==> src/shared/two_wire_defs.svh <==
// constants of the two-wire slave status and interrupt block
// Functional notes
// - receive data shows last byte while ready
// - holding write sends byte as transmitter
// - check value updates per byte, clears at stop
// - writing one to clear bit clears flag
// - bit 23 set on each byte done
// - bit 22 set on repeated start
// - bit 21 set on stop
// - bits 20..16 set per address match type
// - bit 14 set on misplaced start/stop
// - bit 13 set on check value mismatch
// - bit 12 set on bus timeout
// - bit 8 set on master NAK
// - bit 7 set on receive overrun
// - bit 6 set on transmit underrun
// - bit 5 shows transmitter direction
// - bit 3 set at stop after addressed
// - bit 2 shows slave enabled
// - bit 1 shows transmit buffer free
// - bit 0 shows receive data waiting
// - enable-set write ones set mask bits
// - enable-clear write ones clear mask bits
// - hold clock low instead of over/underrun
`ifndef TWO_WIRE_DEFS_SVH
`define TWO_WIRE_DEFS_SVH
// register offsets
`define OFF_CTRL     8'h00
`define OFF_RHR      8'h0C
`define OFF_THR      8'h10
`define OFF_PEC      8'h14
`define OFF_STATUS   8'h18
`define OFF_IEN_SET  8'h1C
`define OFF_IEN_CLR  8'h20
`define OFF_IMASK    8'h24
`define OFF_SCLR     8'h28
// status bit positions
`define SB_BTF    23
`define SB_REP    22
`define SB_STO    21
`define SB_HIT_HI 20
`define SB_HIT_LO 16
`define SB_MISPLACED_CONDITION_FLAG 14
`define SB_PECERR 13
`define SB_TOUT   12
`define SB_NAK    8
`define SB_RX_OVERFLOW_FLAG   7
`define SB_TX_STARVED_FLAG   6
`define SB_DIR    5
`define SB_TRANSACTION_DONE_FLAG  3
`define SB_SEN    2
`define SB_TXFREE 1
`define SB_RXFULL 0
// control bit positions
`define CB_EN     0
`define CB_SMB    1
`define CB_OWN    2
`define CB_GC     3
`define CB_HOLD   4
`define CB_DEF    5
`define CB_HH     6
`define CB_ALERT  7
`define CB_PEC    8
`define CB_AD_HI  22
`define CB_AD_LO  16
// reset values and masks
`define STATUS_RESET 32'h00000002
`define STICKY_MASK  32'h00FF71C8
`define IMASK_MASK   32'h00FF71CB
`define CTRL_MASK    32'h007F01FF
// fixed bus addresses
`define ADDR_GCALL   7'h00
`define ADDR_DEFAULT 7'h61
`define ADDR_HOST    7'h08
`define ADDR_ALERT   7'h0C
// timing
`define CLK_MHZ     125
`define TIMEOUT_US  25000
`endif

==> src/shared/two_wire_pkg.sv <==
// types of the two-wire slave status and interrupt block
package two_wire_pkg;
  typedef enum logic [2:0] {
    ST_IDLE     = 3'b000,
    ST_ADDR     = 3'b001,
    ST_ADDR_ACK = 3'b010,
    ST_RX       = 3'b011,
    ST_RX_ACK   = 3'b100,
    ST_TX       = 3'b101,
    ST_TX_ACK   = 3'b110,
    ST_TX_LOAD  = 3'b111
  } link_state_e;
  typedef logic [7:0] byte_t;
endpackage

==> src/shared/line_events_if.sv <==
// synchronised bus levels and edge events between conditioner and engine
`timescale 1ns/10ps
interface line_events_if;
  logic scl;
  logic sda;
  logic scl_rise;
  logic scl_fall;
  logic start;
  logic stop;
  modport src (output scl, sda, scl_rise, scl_fall, start, stop);
  modport dst (input scl, sda, scl_rise, scl_fall, start, stop);
endinterface

==> src/hdl/line_conditioner.sv <==
// two-flop synchroniser and start/stop/edge detector for the bus pins
`timescale 1ns/10ps
module line_conditioner (
  input  wire logic    ref_clk,
  input  wire logic    rst_n,
  input  wire logic    scl_in,
  input  wire logic    sda_in,
  line_events_if.src   ln
);
  logic scl_m_r;
  logic sda_m_r;
  logic scl_s_r;
  logic sda_s_r;
  logic scl_p_r;
  logic sda_p_r;

  // first stage feeds only the second; third stage keeps last level
  always_ff @(posedge ref_clk or negedge rst_n) begin
    if (!rst_n) begin
      scl_m_r <= 1'b1;
      sda_m_r <= 1'b1;
      scl_s_r <= 1'b1;
      sda_s_r <= 1'b1;
      scl_p_r <= 1'b1;
      sda_p_r <= 1'b1;
    end else begin
      scl_m_r <= scl_in;
      sda_m_r <= sda_in;
      scl_s_r <= scl_m_r;
      sda_s_r <= sda_m_r;
      scl_p_r <= scl_s_r;
      sda_p_r <= sda_s_r;
    end
  end

  // edges of the clock line, data changes while clock stays high
  assign ln.scl      = scl_s_r;
  assign ln.sda      = sda_s_r;
  assign ln.scl_rise = scl_s_r & ~scl_p_r;
  assign ln.scl_fall = ~scl_s_r & scl_p_r;
  assign ln.start    = scl_s_r & scl_p_r & sda_p_r & ~sda_s_r;
  assign ln.stop     = scl_s_r & scl_p_r & ~sda_p_r & sda_s_r;
endmodule // line_conditioner

==> src/hdl/two_wire_slave_status_irq.sv <==
// two-wire slave: register file, byte engine, status flags and interrupt
`timescale 1ns/10ps
`include "two_wire_defs.svh"
module two_wire_slave_status_irq
  import two_wire_pkg::*;
#(
  parameter int ADDR_W      = 8,
  parameter int TIMEOUT_CYC = `TIMEOUT_US * `CLK_MHZ
) (
  input  wire logic              ref_clk,
  input  wire logic              rst_n,
  input  wire logic [ADDR_W-1:0] reg_addr,
  input  wire logic [31:0]       reg_wdata,
  input  wire logic              reg_wr,
  input  wire logic              reg_rd,
  output logic      [31:0]       reg_rdata,
  output logic                   irq,
  input  wire logic              scl_in,
  output logic                   scl_out,
  output logic                   scl_oe_n,
  input  wire logic              sda_in,
  output logic                   sda_out,
  output logic                   sda_oe_n
);
  localparam int TW = $clog2(TIMEOUT_CYC + 1);

  if (ADDR_W < 6 || TIMEOUT_CYC < 2) begin : bad_param
    $error("address width or timeout count too small");
  end

  line_events_if ln ();

  line_conditioner u_cond (
    .ref_clk (ref_clk),
    .rst_n   (rst_n),
    .scl_in  (scl_in),
    .sda_in  (sda_in),
    .ln      (ln)
  );

  link_state_e   st_r;
  logic [3:0]    cnt_r;
  byte_t         sh_r;
  byte_t         txb_r;
  byte_t         rx_data_r;
  byte_t         tx_hold_r;
  byte_t         crc_r;
  logic          dir_r;
  logic          addressed_r;
  logic          busy_r;
  logic          hold_r;
  logic          sda_rel_r;
  logic          rx_load_r;
  logic          tx_take_r;
  logic          rx_full_r;
  logic          tx_free_r;
  logic [31:0]   ev_set_r;
  logic [31:0]   sticky_r;
  logic [31:0]   imr_r;
  logic [31:0]   ctrl_r;
  logic [31:0]   status;
  logic [TW-1:0] tmo_cnt_r;
  logic [4:0]    hit;
  logic [6:0]    rx_addr;
  logic          act;
  logic          mid_byte;
  logic          tmo_hit;
  logic          slave_on;
  logic          hold_en;
  logic          wr_thr;
  logic          rd_rhr;
  logic          wr_sclr;
  logic          wr_iset;
  logic          wr_iclr;

  // one-hot address compare shared by read and write decode
  function automatic logic at(input logic [ADDR_W-1:0] a, input logic [7:0] off);
    at = (a == ADDR_W'(off));
  endfunction

  // bytewise crc with polynomial x^8+x^2+x+1
  function automatic byte_t crc8(input byte_t c, input byte_t d);
    byte_t x;
    x = c ^ d;
    for (int i = 0; i < 8; i++) begin
      x = x[7] ? ({x[6:0], 1'b0} ^ 8'h07) : {x[6:0], 1'b0};
    end
    crc8 = x;
  endfunction

  // decoded strobes and control fields
  assign wr_thr   = reg_wr && at(reg_addr, `OFF_THR);
  assign rd_rhr   = reg_rd && at(reg_addr, `OFF_RHR);
  assign wr_sclr  = reg_wr && at(reg_addr, `OFF_SCLR);
  assign wr_iset  = reg_wr && at(reg_addr, `OFF_IEN_SET);
  assign wr_iclr  = reg_wr && at(reg_addr, `OFF_IEN_CLR);
  assign slave_on = ctrl_r[`CB_EN];
  assign hold_en  = ctrl_r[`CB_HOLD];
  assign act      = ln.scl_fall || hold_r;
  assign tmo_hit  = busy_r && (tmo_cnt_r == TW'(TIMEOUT_CYC - 1));
  // the clock rise of a proper stop or restart counts as one bit, so two or more is misplaced
  assign mid_byte = (cnt_r > 4'd1) && (st_r inside {ST_ADDR, ST_RX, ST_TX});
  assign rx_addr  = sh_r[7:1];

  // address match per type: default, host header, alert, general call, own
  assign hit[4] = ctrl_r[`CB_SMB] && ctrl_r[`CB_DEF] && rx_addr == `ADDR_DEFAULT;
  assign hit[3] = ctrl_r[`CB_SMB] && ctrl_r[`CB_HH] && rx_addr == `ADDR_HOST;
  assign hit[2] = ctrl_r[`CB_SMB] && ctrl_r[`CB_ALERT] && rx_addr == `ADDR_ALERT;
  assign hit[1] = ctrl_r[`CB_GC] && rx_addr == `ADDR_GCALL && !sh_r[0];
  assign hit[0] = ctrl_r[`CB_OWN] && rx_addr == ctrl_r[`CB_AD_HI:`CB_AD_LO];

  // live status word: sticky flags plus state bits
  always_comb begin
    status               = sticky_r;
    status[`SB_DIR]      = dir_r;
    status[`SB_SEN]      = slave_on;
    status[`SB_TXFREE]   = tx_free_r;
    status[`SB_RXFULL]   = rx_full_r;
  end

  // low time of the clock line while a transfer is open
  always_ff @(posedge ref_clk or negedge rst_n) begin
    if (!rst_n) begin
      tmo_cnt_r <= '0;
    end else if (busy_r && !ln.scl && !tmo_hit) begin
      tmo_cnt_r <= tmo_cnt_r + TW'(1);
    end else begin
      tmo_cnt_r <= '0;
    end
  end

  // byte engine: address, receive, transmit, acknowledge and clock hold
  always_ff @(posedge ref_clk or negedge rst_n) begin
    if (!rst_n) begin
      st_r        <= ST_IDLE;
      cnt_r       <= 4'h0;
      sh_r        <= 8'h00;
      txb_r       <= 8'hFF;
      rx_data_r   <= 8'h00;
      crc_r       <= 8'h00;
      dir_r       <= 1'b0;
      addressed_r <= 1'b0;
      busy_r      <= 1'b0;
      hold_r      <= 1'b0;
      sda_rel_r   <= 1'b1;
      rx_load_r   <= 1'b0;
      tx_take_r   <= 1'b0;
      ev_set_r    <= 32'h0;
    end else begin
      ev_set_r  <= 32'h0;
      rx_load_r <= 1'b0;
      tx_take_r <= 1'b0;
      if (!slave_on) begin
        st_r        <= ST_IDLE;
        busy_r      <= 1'b0;
        addressed_r <= 1'b0;
        dir_r       <= 1'b0;
        hold_r      <= 1'b0;
        sda_rel_r   <= 1'b1;
      end else if (ln.stop) begin
        ev_set_r[`SB_STO]    <= 1'b1;
        ev_set_r[`SB_TRANSACTION_DONE_FLAG]  <= addressed_r;
        ev_set_r[`SB_MISPLACED_CONDITION_FLAG] <= mid_byte;
        ev_set_r[`SB_PECERR] <= ctrl_r[`CB_PEC] && addressed_r
                                && !dir_r && crc_r != 8'h00;
        crc_r       <= 8'h00;
        st_r        <= ST_IDLE;
        busy_r      <= 1'b0;
        addressed_r <= 1'b0;
        dir_r       <= 1'b0;
        hold_r      <= 1'b0;
        sda_rel_r   <= 1'b1;
      end else if (ln.start) begin
        ev_set_r[`SB_REP]    <= busy_r;
        ev_set_r[`SB_MISPLACED_CONDITION_FLAG] <= mid_byte;
        st_r        <= ST_ADDR;
        cnt_r       <= 4'h0;
        busy_r      <= 1'b1;
        addressed_r <= 1'b0;
        dir_r       <= 1'b0;
        hold_r      <= 1'b0;
        sda_rel_r   <= 1'b1;
      end else if (tmo_hit) begin
        ev_set_r[`SB_TOUT] <= 1'b1;
        st_r      <= ST_IDLE;
        busy_r    <= 1'b0;
        hold_r    <= 1'b0;
        sda_rel_r <= 1'b1;
      end else begin
        // every data bit is sampled on the rising clock edge
        if (ln.scl_rise && cnt_r < 4'd8 && st_r inside {ST_ADDR, ST_RX, ST_TX}) begin
          sh_r  <= {sh_r[6:0], ln.sda};
          cnt_r <= cnt_r + 4'd1;
        end
        unique case (st_r)
          ST_IDLE: begin
            sda_rel_r <= 1'b1;
          end
          ST_ADDR: begin
            if (ln.scl_fall && cnt_r == 4'd8) begin
              if (hit != 5'b0) begin
                ev_set_r[`SB_HIT_HI:`SB_HIT_LO] <= hit;
                ev_set_r[`SB_BTF] <= 1'b1;
                crc_r       <= crc8(crc_r, sh_r);
                addressed_r <= 1'b1;
                dir_r       <= sh_r[0];
                sda_rel_r   <= 1'b0;
                st_r        <= ST_ADDR_ACK;
              end else begin
                st_r <= ST_IDLE;
              end
            end
          end
          ST_RX: begin
            if (act && cnt_r == 4'd8) begin
              if (rx_full_r && hold_en) begin
                hold_r <= 1'b1;
              end else begin
                hold_r <= 1'b0;
                ev_set_r[`SB_RX_OVERFLOW_FLAG] <= rx_full_r;
                ev_set_r[`SB_BTF]  <= 1'b1;
                rx_data_r <= sh_r;
                rx_load_r <= 1'b1;
                crc_r     <= crc8(crc_r, sh_r);
                sda_rel_r <= 1'b0;
                st_r      <= ST_RX_ACK;
              end
            end
          end
          ST_RX_ACK: begin
            if (ln.scl_fall) begin
              sda_rel_r <= 1'b1;
              cnt_r     <= 4'h0;
              st_r      <= ST_RX;
            end
          end
          ST_ADDR_ACK, ST_TX_LOAD: begin
            if (act) begin
              if (!dir_r) begin
                sda_rel_r <= 1'b1;
                cnt_r     <= 4'h0;
                st_r      <= ST_RX;
              end else if (tx_free_r && hold_en) begin
                hold_r <= 1'b1;
              end else begin
                hold_r <= 1'b0;
                ev_set_r[`SB_TX_STARVED_FLAG] <= tx_free_r;
                txb_r     <= tx_free_r ? 8'hFF : tx_hold_r;
                sda_rel_r <= tx_free_r ? 1'b1 : tx_hold_r[7];
                tx_take_r <= !tx_free_r;
                cnt_r     <= 4'h0;
                st_r      <= ST_TX;
              end
            end
          end
          ST_TX: begin
            if (ln.scl_fall) begin
              if (cnt_r == 4'd8) begin
                sda_rel_r <= 1'b1;
                st_r      <= ST_TX_ACK;
              end else begin
                sda_rel_r <= txb_r[3'(4'd7 - cnt_r)];
              end
            end
          end
          ST_TX_ACK: begin
            if (ln.scl_rise) begin
              ev_set_r[`SB_BTF] <= 1'b1;
              ev_set_r[`SB_NAK] <= ln.sda;
              crc_r <= crc8(crc_r, sh_r);
              st_r  <= ln.sda ? ST_IDLE : ST_TX_LOAD;
            end
          end
        endcase
      end
    end
  end

  // pin drivers: open drain, enable low while pulling the line low
  always_ff @(posedge ref_clk or negedge rst_n) begin
    if (!rst_n) begin
      sda_oe_n <= 1'b1;
      scl_oe_n <= 1'b1;
      sda_out  <= 1'b0;
      scl_out  <= 1'b0;
    end else begin
      sda_oe_n <= sda_rel_r;
      scl_oe_n <= !hold_r;
      sda_out  <= 1'b0;
      scl_out  <= 1'b0;
    end
  end

  // receive buffer state: engine load wins over a same-cycle read
  always_ff @(posedge ref_clk or negedge rst_n) begin
    if (!rst_n) begin
      rx_full_r <= 1'b0;
    end else if (rx_load_r) begin
      rx_full_r <= 1'b1;
    end else if (rd_rhr) begin
      rx_full_r <= 1'b0;
    end
  end

  // transmit holding register and its free flag
  always_ff @(posedge ref_clk or negedge rst_n) begin
    if (!rst_n) begin
      tx_hold_r <= 8'h00;
      tx_free_r <= 1'b1;
    end else if (wr_thr) begin
      tx_hold_r <= reg_wdata[7:0];
      tx_free_r <= 1'b0;
    end else if (tx_take_r) begin
      tx_free_r <= 1'b1;
    end
  end

  // sticky flags: a set in the same cycle beats a clear
  always_ff @(posedge ref_clk or negedge rst_n) begin
    if (!rst_n) begin
      sticky_r <= 32'h0;
    end else begin
      sticky_r <= ((sticky_r & ~(wr_sclr ? reg_wdata : 32'h0)) | ev_set_r)
                  & `STICKY_MASK;
    end
  end

  // control and interrupt mask registers
  always_ff @(posedge ref_clk or negedge rst_n) begin
    if (!rst_n) begin
      ctrl_r <= 32'h0;
      imr_r  <= 32'h0;
    end else begin
      if (reg_wr && at(reg_addr, `OFF_CTRL)) begin
        ctrl_r <= reg_wdata & `CTRL_MASK;
      end
      if (wr_iset) begin
        imr_r <= imr_r | (reg_wdata & `IMASK_MASK);
      end else if (wr_iclr) begin
        imr_r <= imr_r & ~reg_wdata;
      end
    end
  end

  // read data one cycle after the strobe; unmapped and idle read zero
  always_ff @(posedge ref_clk or negedge rst_n) begin
    if (!rst_n) begin
      reg_rdata <= 32'h0;
    end else if (!reg_rd) begin
      reg_rdata <= 32'h0;
    end else if (at(reg_addr, `OFF_CTRL)) begin
      reg_rdata <= ctrl_r;
    end else if (at(reg_addr, `OFF_RHR)) begin
      reg_rdata <= {24'h0, rx_data_r};
    end else if (at(reg_addr, `OFF_PEC)) begin
      reg_rdata <= {24'h0, crc_r};
    end else if (at(reg_addr, `OFF_STATUS)) begin
      reg_rdata <= status;
    end else if (at(reg_addr, `OFF_IMASK)) begin
      reg_rdata <= imr_r;
    end else begin
      reg_rdata <= 32'h0;
    end
  end

  // interrupt request from flagged and unmasked status bits
  always_ff @(posedge ref_clk or negedge rst_n) begin
    if (!rst_n) begin
      irq <= 1'b0;
    end else begin
      irq <= |(status & imr_r);
    end
  end
endmodule // two_wire_slave_status_irq

==> config.mk <==
export PLATFORM = sky130hd
export DESIGN_NAME = two_wire_slave_status_irq
export DESIGN_NICKNAME = d
export VERILOG_FILES = /design/src/shared/two_wire_pkg.sv /design/src/shared/line_events_if.sv /design/src/hdl/line_conditioner.sv /design/src/hdl/two_wire_slave_status_irq.sv
export VERILOG_INCLUDE_DIRS = /design/src /design/src/shared
export SDC_FILE = /design/constraint.sdc
export NUM_CORES = 1
export LEC_CHECK = 0
export ABC_AREA = 1
export BUFFER_PORTS_ARGS = -buffer_cell sky130_fd_sc_hd__buf_2
export CAP_MARGIN = 20
export CORE_MARGIN = 2
export CORE_UTILIZATION = 50
export CTS_CLUSTER_DIAMETER = 60
export DETAILED_ROUTE_END_ITERATION = 16
export GPL_TIMING_DRIVEN = 0
export PLACE_DENSITY = 0.69
export SYNTH_ARGS = -nofsm -noshare
export SYNTH_HDL_FRONTEND = slang
export SYNTH_SLANG_ARGS = --single-unit
==> constraint.sdc <==
create_clock -name ref_clk -period 1.9 [get_ports ref_clk]
set_input_delay 0.38 -clock ref_clk [delete_from_list [all_inputs] [get_ports ref_clk]]
set_output_delay 0.38 -clock ref_clk [all_outputs]
set_load 0.01 [all_outputs]
# --- Yosys cells after proc, flatten, opt, wreduce, memory -nomap -nowiden ---
# Index checks and enable logic that the tools add are counted.
totals:
  regBits: 197
  inputBits: 46
  output_inout_bits: 37
  word_cells: 329
classes:
  add_sub_neg: 3
  n_lt_le_gt_ge: 3
  n_eq_ne: 48
  mux: 156
  bitwise_logic: 32
  reduce_logical: 56
ops:
  columns: ["operator", "n"]
  rows:
  - ["$mux 32", 8]
  - ["$mux 1", 86]
  - ["$mux 3", 28]
  - ["$mux 8", 10]
  - ["$ne 6x6->1 const B", 6]
  - ["$and 24x32->32", 1]
  - ["$and 32x32->32", 1]
  - ["$eq 8x5->1 const B", 4]
  - ["$not 32->32", 1]
  - ["$or 32x24->32", 1]
  - ["$reduce_or 32->1", 1]
  - ["$mux 5", 6]
  - ["$logic_and 1x1->1", 28]
  - ["$mux 4", 7]
  - ["$and 24x24->24", 1]
  - ["$eq 8x6->1 const B", 3]
  - ["$mux 24", 1]
  - ["$ne 6x5->1 const B", 4]
  - ["$not 24->24", 1]
  - ["$not 3->3", 8]
  - ["$or 24x24->24", 1]
  - ["$pmux 8 s3", 1]
  - ["$add 22x1->22 const B", 1]
  - ["$eq 22x22->1 const B", 1]
  - ["51 further kinds", 88]

# --- Longest topological paths before layout ---
# Gate-level depths: netlist of the first run.
logic_depth:
  ltp_word: 23
  mapped_depth: 13

# --- Hierarchy ---
# A second synthesis of the first run with hierarchy kept.
unflattened:
  hier_cells: 1128
  area_unflattened_um2: 9375.2
modules_own_cells:
  columns: ["module", "instances", "cells_each", "area_per_inst_um2", "seq_area_each_um2"]
  rows:
  - ["two_wire_slave_status_irq", 1, 1111, 9176.3, 4794.6]
  - ["line_conditioner", 1, 17, 198.9, 157.7]

# --- Worst setup path after synthesis of the first run ---
# OpenSTA, ideal clock, no wires.
synth_path:
  path_kind: "flip-flop to flip-flop"
  start: "register u_cond.sda_s_r (netlist: u_cond.ln.sda)"
  end: "register rx_data_r[6]"
  setup_time_ns: 0.118
  arrival_ns: 1.563
  path_slack_ns: 0.219
  stages_incl_launch_ff: 11
  period_less_slack_ns: 1.681
  path_cell_list: "dfstp_2 inv_2 nand4_1 inv_1 nor2_2 nand2_4 inv_4 nand2_4 buf_6 nand2_2 o21ai_2"
synth_via:
  elab_chain_len: 4
  word_cells_on_any_way: 6
  classes_between: "bitwise: 5; reduce/logical: 1"
synth_rtl:
  columns: ["element", "line", "source"]
  rows:
  - ["start: declaration", "line_conditioner.sv:13", "logic sda_s_r;"]
  - ["start signal: assignment", "line_conditioner.sv:30", "sda_s_r <= sda_m_r;"]
  - ["$not 1->1", "line_conditioner.sv:41", "assign ln.start = scl_s_r & scl_p_r & sda_p_r & ~sda_s_r;"]
  - ["$and 1x1->1", "line_conditioner.sv:41", null]
  - ["$not 1->1 (no line)", null, null]
  - ["$reduce_and 7->1 (no line) *", null, null]
  - ["end signal: assignment", "two_wire_slave_status_irq.sv:222", "rx_data_r <= sh_r;"]
  - ["end: declaration", "two_wire_slave_status_irq.sv:45", "byte_t rx_data_r;"]
# Mark *: on every way between the ends. The rest lies on a longest branch, timed or not.
# A chain may end at the register's enable or synchronous reset.

# --- Worst setup path after layout of the first run ---
layout_path:
  start: "register u_cond.sda_p_r"
  end: "register rx_data_r[6]"
layout_via:
  elab_chain_len: 5
  word_cells_on_any_way: 8
  classes_between: "bitwise: 7; reduce/logical: 1"
layout_rtl:
  columns: ["element", "line", "source"]
  rows:
  - ["start: declaration", "line_conditioner.sv:15", "logic sda_p_r;"]
  - ["start signal: assignment", "line_conditioner.sv:32", "sda_p_r <= sda_s_r;"]
  - ["$not 1->1", "line_conditioner.sv:42", "assign ln.stop = scl_s_r & scl_p_r & ~sda_p_r & sda_s_r;"]
  - ["$and 1x1->1 (2 in series)", "line_conditioner.sv:42", null]
  - ["$not 1->1 (no line)", null, null]
  - ["$reduce_and 7->1 (no line) *", null, null]
# Marks and branches as above.

==> flow_summary.yaml, run 1 <==
finish:
  area_delta_synth_final_pct: 18.09
  final_cell_mix: "nand2_1, dfrtp_1, inv_1, nor2_1, buf_2"
  finalInstanceArea_um2: 11200
  antennaDiodeCount: 0
  final_common_cell: "nand2_1"
  drive_above_1_share_pct: 20.89
  final_nets: 1320
synthesis:
  synth_ff_type: "dfrtp_1"
  ys_warn_count: 0
  seq_area_frac_synth_pct: 52.24
  synth_edf_count: 0
  ys_types: 52
  synthArstFlopShare_pct: 100.0
  synth_area_um2: 9480
  synth.avg_cell_area_um2: 8.287
  synth_seq_cells: 197
  synthCells: 1144
detailed_routing:
  drc: 0
  vias: 8143
  wl_um: 24290
  vias_per_cell: 5.368
  wire_per_inst_um: 16.01
  ant_nets: 0
  firstDrtPassIters: 6
  drt_iter0_drc: 612
placement:
  portBuffers: 78
  hpwl_um: 17730
  gp_congestion: 0.9519
  placed_area_um2: 10230
global_routing:
  met1_usage_pct: 35.05
  antenna_found_initial: 0
  use_met2_pct: 40.19
  track_usage_pct: 25.19
  busiest_layer: "met2"
  grt_pass1_vias: 7764
  grt_start_max_net_pins: 71
  met3_usage_pct: 3.847
  grt_pass1_wl_um: 39740
  grt-ovfl-total: 0
timing:
  relSlewSlack_pct: 62.28
  final-hold-violation-count: 0
  finalCriticalPeriod_ns: 1.854
  finClkSkew_ns: 0.01070
  rsz0062_at_grt: "true"
  setup-violations-final: 0
  fmax_mhz: 539.4
  worst_pin_slew_ns: 0.5515
  finalCritPeriodShare_pct: 97.57
  timing_max_transition_violations_final: 0
power_and_ir_drop:
  ir_drop_uv: 668.0
  p_sw_share_pct: 32.38
  clkPwrFrac_pct: 34.4
  p_sw_mw: 3.411
  seq_power_share_pct: 45.2
  cellInternalPower_mw: 7.124
  leakagePower_nw: 5.598
  power_density_nw_per_um2: 941.0
  fin_total_pwr_mw: 10.53
  combPwrFrac_pct: 20.4
floorplan:
  dieArea_um2: 20080
  rows: 50
  die_h_um: 141.7
  die_w_um: 141.7
  start_util_pct: 50.85
  io-pin-count: 83
  core_um2: 18640
cts:
  clk_pin_slew_ns: 0.07
  clock_latency_ns: 0.44
  h-tree-depth: 4
  cts_sinks: 197
  cts-root-buf: "clkbuf_16"
  cts_tree: "done"
  cts_buffers: 17
  clockBufferDepth: 2
critical_path:
  worstPathRequired_ns: 2.22
  max_stage_delay_ns: 0.56
  slowest_stage: "dfstp_2"
  critPathLaunchType: "flip-flop"
  crit_type: "flip-flop to flip-flop"
  cp_cell_sequence: "nor3_4 > buf_4 > nor2_2 > inv_2 > nor2_4 > nand2_4 > inv_6 > nand2_8 > buf_12 > nand2_2 > o21ai_2"
  crit_fanout: 10
  cp_top_family: "simple AND/OR/NAND/NOR gates"
  timing.critical_path.buf_inv: 4
  arrival_ns: 2.18
  cp-end-kind: "flip-flop"
hold_path:
  hp-class: "input port to flip-flop"
job:
  cap_violations: 0
run_status:
  status: "finished clean"
==> flip-flops by register name, summed over array words and instances (netlist names), 3 cells and up, named ones only <==
signal and count:
sticky_r 15, reg_rdata 32, ctrl_r 16, tmo_cnt_r 22, tx_hold_r 8, imr_r 15
sh_r 8, st_r 3, rx_data_r 8, crc_r 8, cnt_r 4, ev_set_r 15
txb_r 8
==> metal layers <==
metal / part of all wire, % / wire length [um]
met4: 2.7 / 663
met2: 47 / 11370
met3: 5.5 / 1342
met1: 45 / 10910
met5: 0 / 0
==> cell families after synthesis <==
family / after synthesis / share of synthesized area, %
adder cells (fa/ha/maj): 4 / 0.5279
AO/OA/AOI/OAI: 188 / 11.50
XOR/XNOR: 20 / 1.848
AND/OR/NAND/NOR: 552 / 25.76
other: 1 / 0.03956
flip-flops: 197 / 52.24
multiplexers: 2 / 0.2375
buffers and inverters: 180 / 7.853
==> power groups by stage <==
stage               Combinational (mW)  Sequential (mW)  Clock [mW]
CTS                               2.06             4.75        3.68
floorplan                         1.46             4.74           0
detailed placement                1.99             4.84           0
finish                            2.15             4.77        3.62
global placement                  1.94             4.83           0
global route                      2.50             4.80        3.84
==> final timing paths <==
| path | start | end | slack, ns | cells past startpoint |
|---|---|---|---|---|
| max in group asynchronous | rst_n | sda_oe_n$_DFF_PN1_ | 0.36 | 4 |
| min in group asynchronous | rst_n | asynchronous set/reset pin | 0.44 | 2 |
| max | u_cond.sda_p_r$_DFF_PN1_ | rx_data_r[6]$_DFFE_PN0P_ | 0.05 | 11 |
| min | scl_in | u_cond.scl_m_r$_DFF_PN1_ | 0.04 | 1 |
| max reg2reg | u_cond.sda_p_r$_DFF_PN1_ | rx_data_r[6]$_DFFE_PN0P_ | 0.05 | 11 |
| min reg2reg | u_cond.scl_m_r$_DFF_PN1_ | u_cond.ln.scl$_DFF_PN1_ | 0.36 | 0 |
==> synth_stat cells, types with 5 or more instances <==
| master | n | share of area (%) |
|---|---|---|
| o21ai_1 | 5 | 0.26 |
| nand4_1 | 22 | 1.5 |
| nand3_1 | 65 | 3.4 |
| nor2_2 | 5 | 0.33 |
| o21ai_2 | 16 | 1.5 |
| o22ai_1 | 5 | 0.33 |
| o211ai_1 | 5 | 0.40 |
| nor3_1 | 39 | 2.1 |
| nor2_1 | 116 | 4.6 |
| dfrtp_1 | 179 | 47 |
| clkbuf_1 | 7 | 0.28 |
| xor2_1 | 10 | 0.92 |
| buf_2 | 13 | 0.69 |
| buf_4 | 5 | 0.40 |
| nor4_1 | 8 | 0.53 |
| o21bai_1 | 5 | 0.40 |
| inv_2 | 8 | 0.32 |
| nand2_1 | 268 | 11 |
| inv_1 | 139 | 5.5 |
| a21oi_1 | 77 | 4.1 |
| nand2_2 | 8 | 0.53 |
| dfstp_2 | 18 | 5.0 |
| o21ai_0 | 55 | 2.9 |
| xnor2_1 | 10 | 0.92 |
==> layout make-up <==
class | count | area, um^2
well taps | 234 | 292.8
fillers | 1685 | 7447
flip-flops and latches | 197 | 4961
clock buffers | 18 | 439.2
multi-input cells | 770 | 3931
inverters | 150 | 578.1
clock inverters | 14 | 162.7
plain buffers | 30 | 192.7
repair buffers | 104 | 638.1
==> metrics by stage <==
| step | hold slack, ns | setup slack [ns] | utilization, % | cells | setup TNS, ns |
|---|---|---|---|---|---|
| final | 0.03662 | 0.04619 | 60.05 | 1517 | 0 |
| after global routing | 0.02750 | -0.06533 | 60.05 | 1517 | -0.6088 |
| after CTS | 0.02527 | 0.001275 | 58.66 | 1499 | 0 |
| after detailed placement | 0.3348 | -0.3102 | 54.89 | 1459 | -10.48 |
| after global placement | 0.3453 | -2.770 | 54.54 | 1457 | -530.93 |
| after floorplan | 0.08441 | 0.2192 | - | 1145 | 0 |
==> what timing repair did <==
action / 4_1_cts / 5_1_grt
buffers inserted: 7 / 15
hold buffers: 1 / 0
hold endpoints to repair: 59 / 0
gates cloned: 0 / 3
pin swaps: 2 / 2
resized for setup: 14 / 38
setup endpoints to repair: 45 / 59
(Power assumes the default switching activity.)
==> run 2, diff against run 1 <==
- CORE_MARGIN: 2 -> unset
- CORE_UTILIZATION: 50 -> 45
- PLACE_DENSITY: 0.69 -> unset
- REMOVE_ABC_BUFFERS: unset -> 1
==> flow_summary.yaml, run 2 (synthesis gave the netlist of run 1 again) <==
critical_path:
  max_stage_delay_ns: 0.59
  timing.critical_path.buf_inv: 1
  critPathLaunchType: "flip-flop"
  rr_worst_depth: 7
  cp_cell_sequence: "nand2_2 > nand2_2 > inv_1 > nor4_2 > nand3_4 > nand2_1 > o21ai_2"
  crit_type: "flip-flop to flip-flop"
  arrival_ns: 2.24
  slowest_stage: "dfstp_2"
  worstPathRequired_ns: 2.28
  r2r-end: "txb_r[3]$_DFFE_PN1P_"
  cp-end-kind: "flip-flop"
  rrSetupSlack_ns: 0.04
  reg2reg_from: "u_cond.scl_p_r$_DFF_PN1_"
  cp_top_family: "simple AND/OR/NAND/NOR gates"
  crit_fanout: 16
  worst_path_most_repeated_cell: "nand2_2"
global_routing:
  grt_pass1_vias: 7387
  antenna_found_initial: 0
  track_usage_pct: 23.61
  grt_pass1_wl_um: 39360
  grt-ovfl-total: 0
  grt_start_max_net_pins: 120
floorplan:
  io-pin-count: 83
  dieArea_um2: 21650
  die_w_um: 147.1
  die_h_um: 147.1
  core_um2: 20430
  rows: 52
  start_util_pct: 46.40
detailed_routing:
  vias: 7955
  drt_iter0_drc: 548
  ant_nets: 0
  firstDrtPassIters: 5
  wire_per_inst_um: 16.28
  wl_um: 24880
  drc: 0
  vias_per_cell: 5.206
placement:
  hpwl_um: 17460
  gp_congestion: 0.8673
  portBuffers: 80
  numPlacedInstances: 1468
  placed_area_um2: 10140
run_status:
  status: "complete, but fails checks"
  violations: "hold timing"
cts:
  clock_latency_ns: 0.45
  clk_pin_slew_ns: 0.08
  cts_sinks: 197
  cts_buffers: 17
  cts_tree: "done"
  clockBufferDepth: 2
  h-tree-depth: 4
  cts-root-buf: "clkbuf_16"
timing:
  worst_pin_slew_ns: 0.7974
  timing_max_transition_violations_final: 0
  finalCriticalPeriod_ns: 1.860
  final-hold-violation-count: 18
  finalCritPeriodShare_pct: 97.88
  finClkSkew_ns: 0.01184
  relSlewSlack_pct: 46.64
  holdWs_ns: -0.06067
  setup-violations-final: 0
  rsz0062_at_grt: "true"
  fmax_mhz: 537.7
power_and_ir_drop:
  combPwrFrac_pct: 20.3
  seq_power_share_pct: 44.4
  cellInternalPower_mw: 7.196
  p_sw_share_pct: 33.37
  clkPwrFrac_pct: 35.2
  leakagePower_nw: 5.539
  p_sw_mw: 3.604
  ir_drop_uv: 614.7
  power_density_nw_per_um2: 961.4
  fin_total_pwr_mw: 10.80
finish:
  top_register: "reg_rdata"
  final_common_cell: "nand2_1"
  drive_above_1_share_pct: 21.30
  final_cell_mix: "nand2_1, dfrtp_1, inv_1, nor2_1, buf_2"
  seq_area_um2: 4969
  instances_no_fill: 1528
  top_regs: "reg_rdata x32, tmo_cnt_r x22, ctrl_r x16"
  fin_util_pct: 54.99
  final_nets: 1295
  area_delta_synth_final_pct: 18.49
  multi_input_area_um2: 4018
  nFillCells: 1905
  largest_reg_flops: 32
  antennaDiodeCount: 0
  finalInstanceArea_um2: 11230
hold_path:
  hp-class: "input port to asynchronous set/reset pin"
job:
  cap_violations: 0
-- run 2: cell count changes in the layout (fill, tap and decap cells not counted), moves of 4 or more --
cell	delta
clkbuf_1	-7
dfrtp_2	+6
buf_2	-9
nand3_4	+4
nand2_1	-5
dfrtp_1	-6
-- run 2: timing repair --
item / 4_1_cts / 5_1_grt
gates cloned: 0 / 2
gates resized for setup: 23 / 54
setup endpoints to repair: 106 / 65
buffers inserted: 8 / 18
pin swaps: 2 / 11
hold buffers: 0 / 0
-- run 2: worst max-delay path by stage --
stage	to	depth (start not counted)	from	slack [ns]
2_1_floorplan	ctrl_r[2]$_DFFE_PN0P_	5	reg_addr[1]	-0.17
3_3_place_gp	tx_hold_r[4]$_DFFE_PN0P_	1	rst_n	-2.87
3_5_place_dp	ctrl_r[2]$_DFFE_PN0P_	6	reg_addr[1]	-1.18
4_1_cts	ev_set_r[18]$_DFF_PN0_	9	u_cond.sda_p_r$_DFF_PN1_	-0.06
5_1_grt	txb_r[2]$_DFFE_PN1P_	7	u_cond.scl_p_r$_DFF_PN1_	-0.05
6_report	txb_r[3]$_DFFE_PN1P_	7	u_cond.scl_p_r$_DFF_PN1_	0.04
-- run 2: metrics by stage --
step	TNS, ns	setup slack (ns)
after floorplan	-0.6025	-0.1742
after global placement	-604.67	-2.875
after detailed placement	-53.35	-1.180
after CTS	-0.1262	-0.06064
after global routing	-0.5393	-0.04857
final	0	0.04029
-- run 2: worst register-to-register path, cell delays in order, from the launching register on --
cell and delay [ns]:
dfstp_2 0.59, nand2_2 0.10, nand2_2 0.12, inv_1 0.10
nor4_2 0.38, nand3_4 0.29, nand2_1 0.16, o21ai_2 0.06
-- run 2: power groups by stage --
stage / Clock, mW / Sequential (mW) / Combinational (mW)
after global placement: 0 / 4.86 / 1.91
final: 3.80 / 4.80 / 2.20
after global routing: 4.05 / 4.83 / 2.51
after detailed placement: 0 / 4.86 / 1.95
after CTS: 3.87 / 4.79 / 1.99
after floorplan: 0 / 4.76 / 1.41
-- run 2: cell type report --
type	count	share of cell area, %
inverter	150	5.135
clock buffer	17	3.787
timing repair buffer	109	6.237
multi-input combinational	770	35.77
tap	270	3.007
sequential	197	44.23
clock inverter	15	1.838
-- run 2: routing by layer --
layer	global-route usage, %	share of wire [%]
met5	0	0
met2	38.07	48
met3	4.068	5.0
met4	8.557	2.4
met1	32.01	45
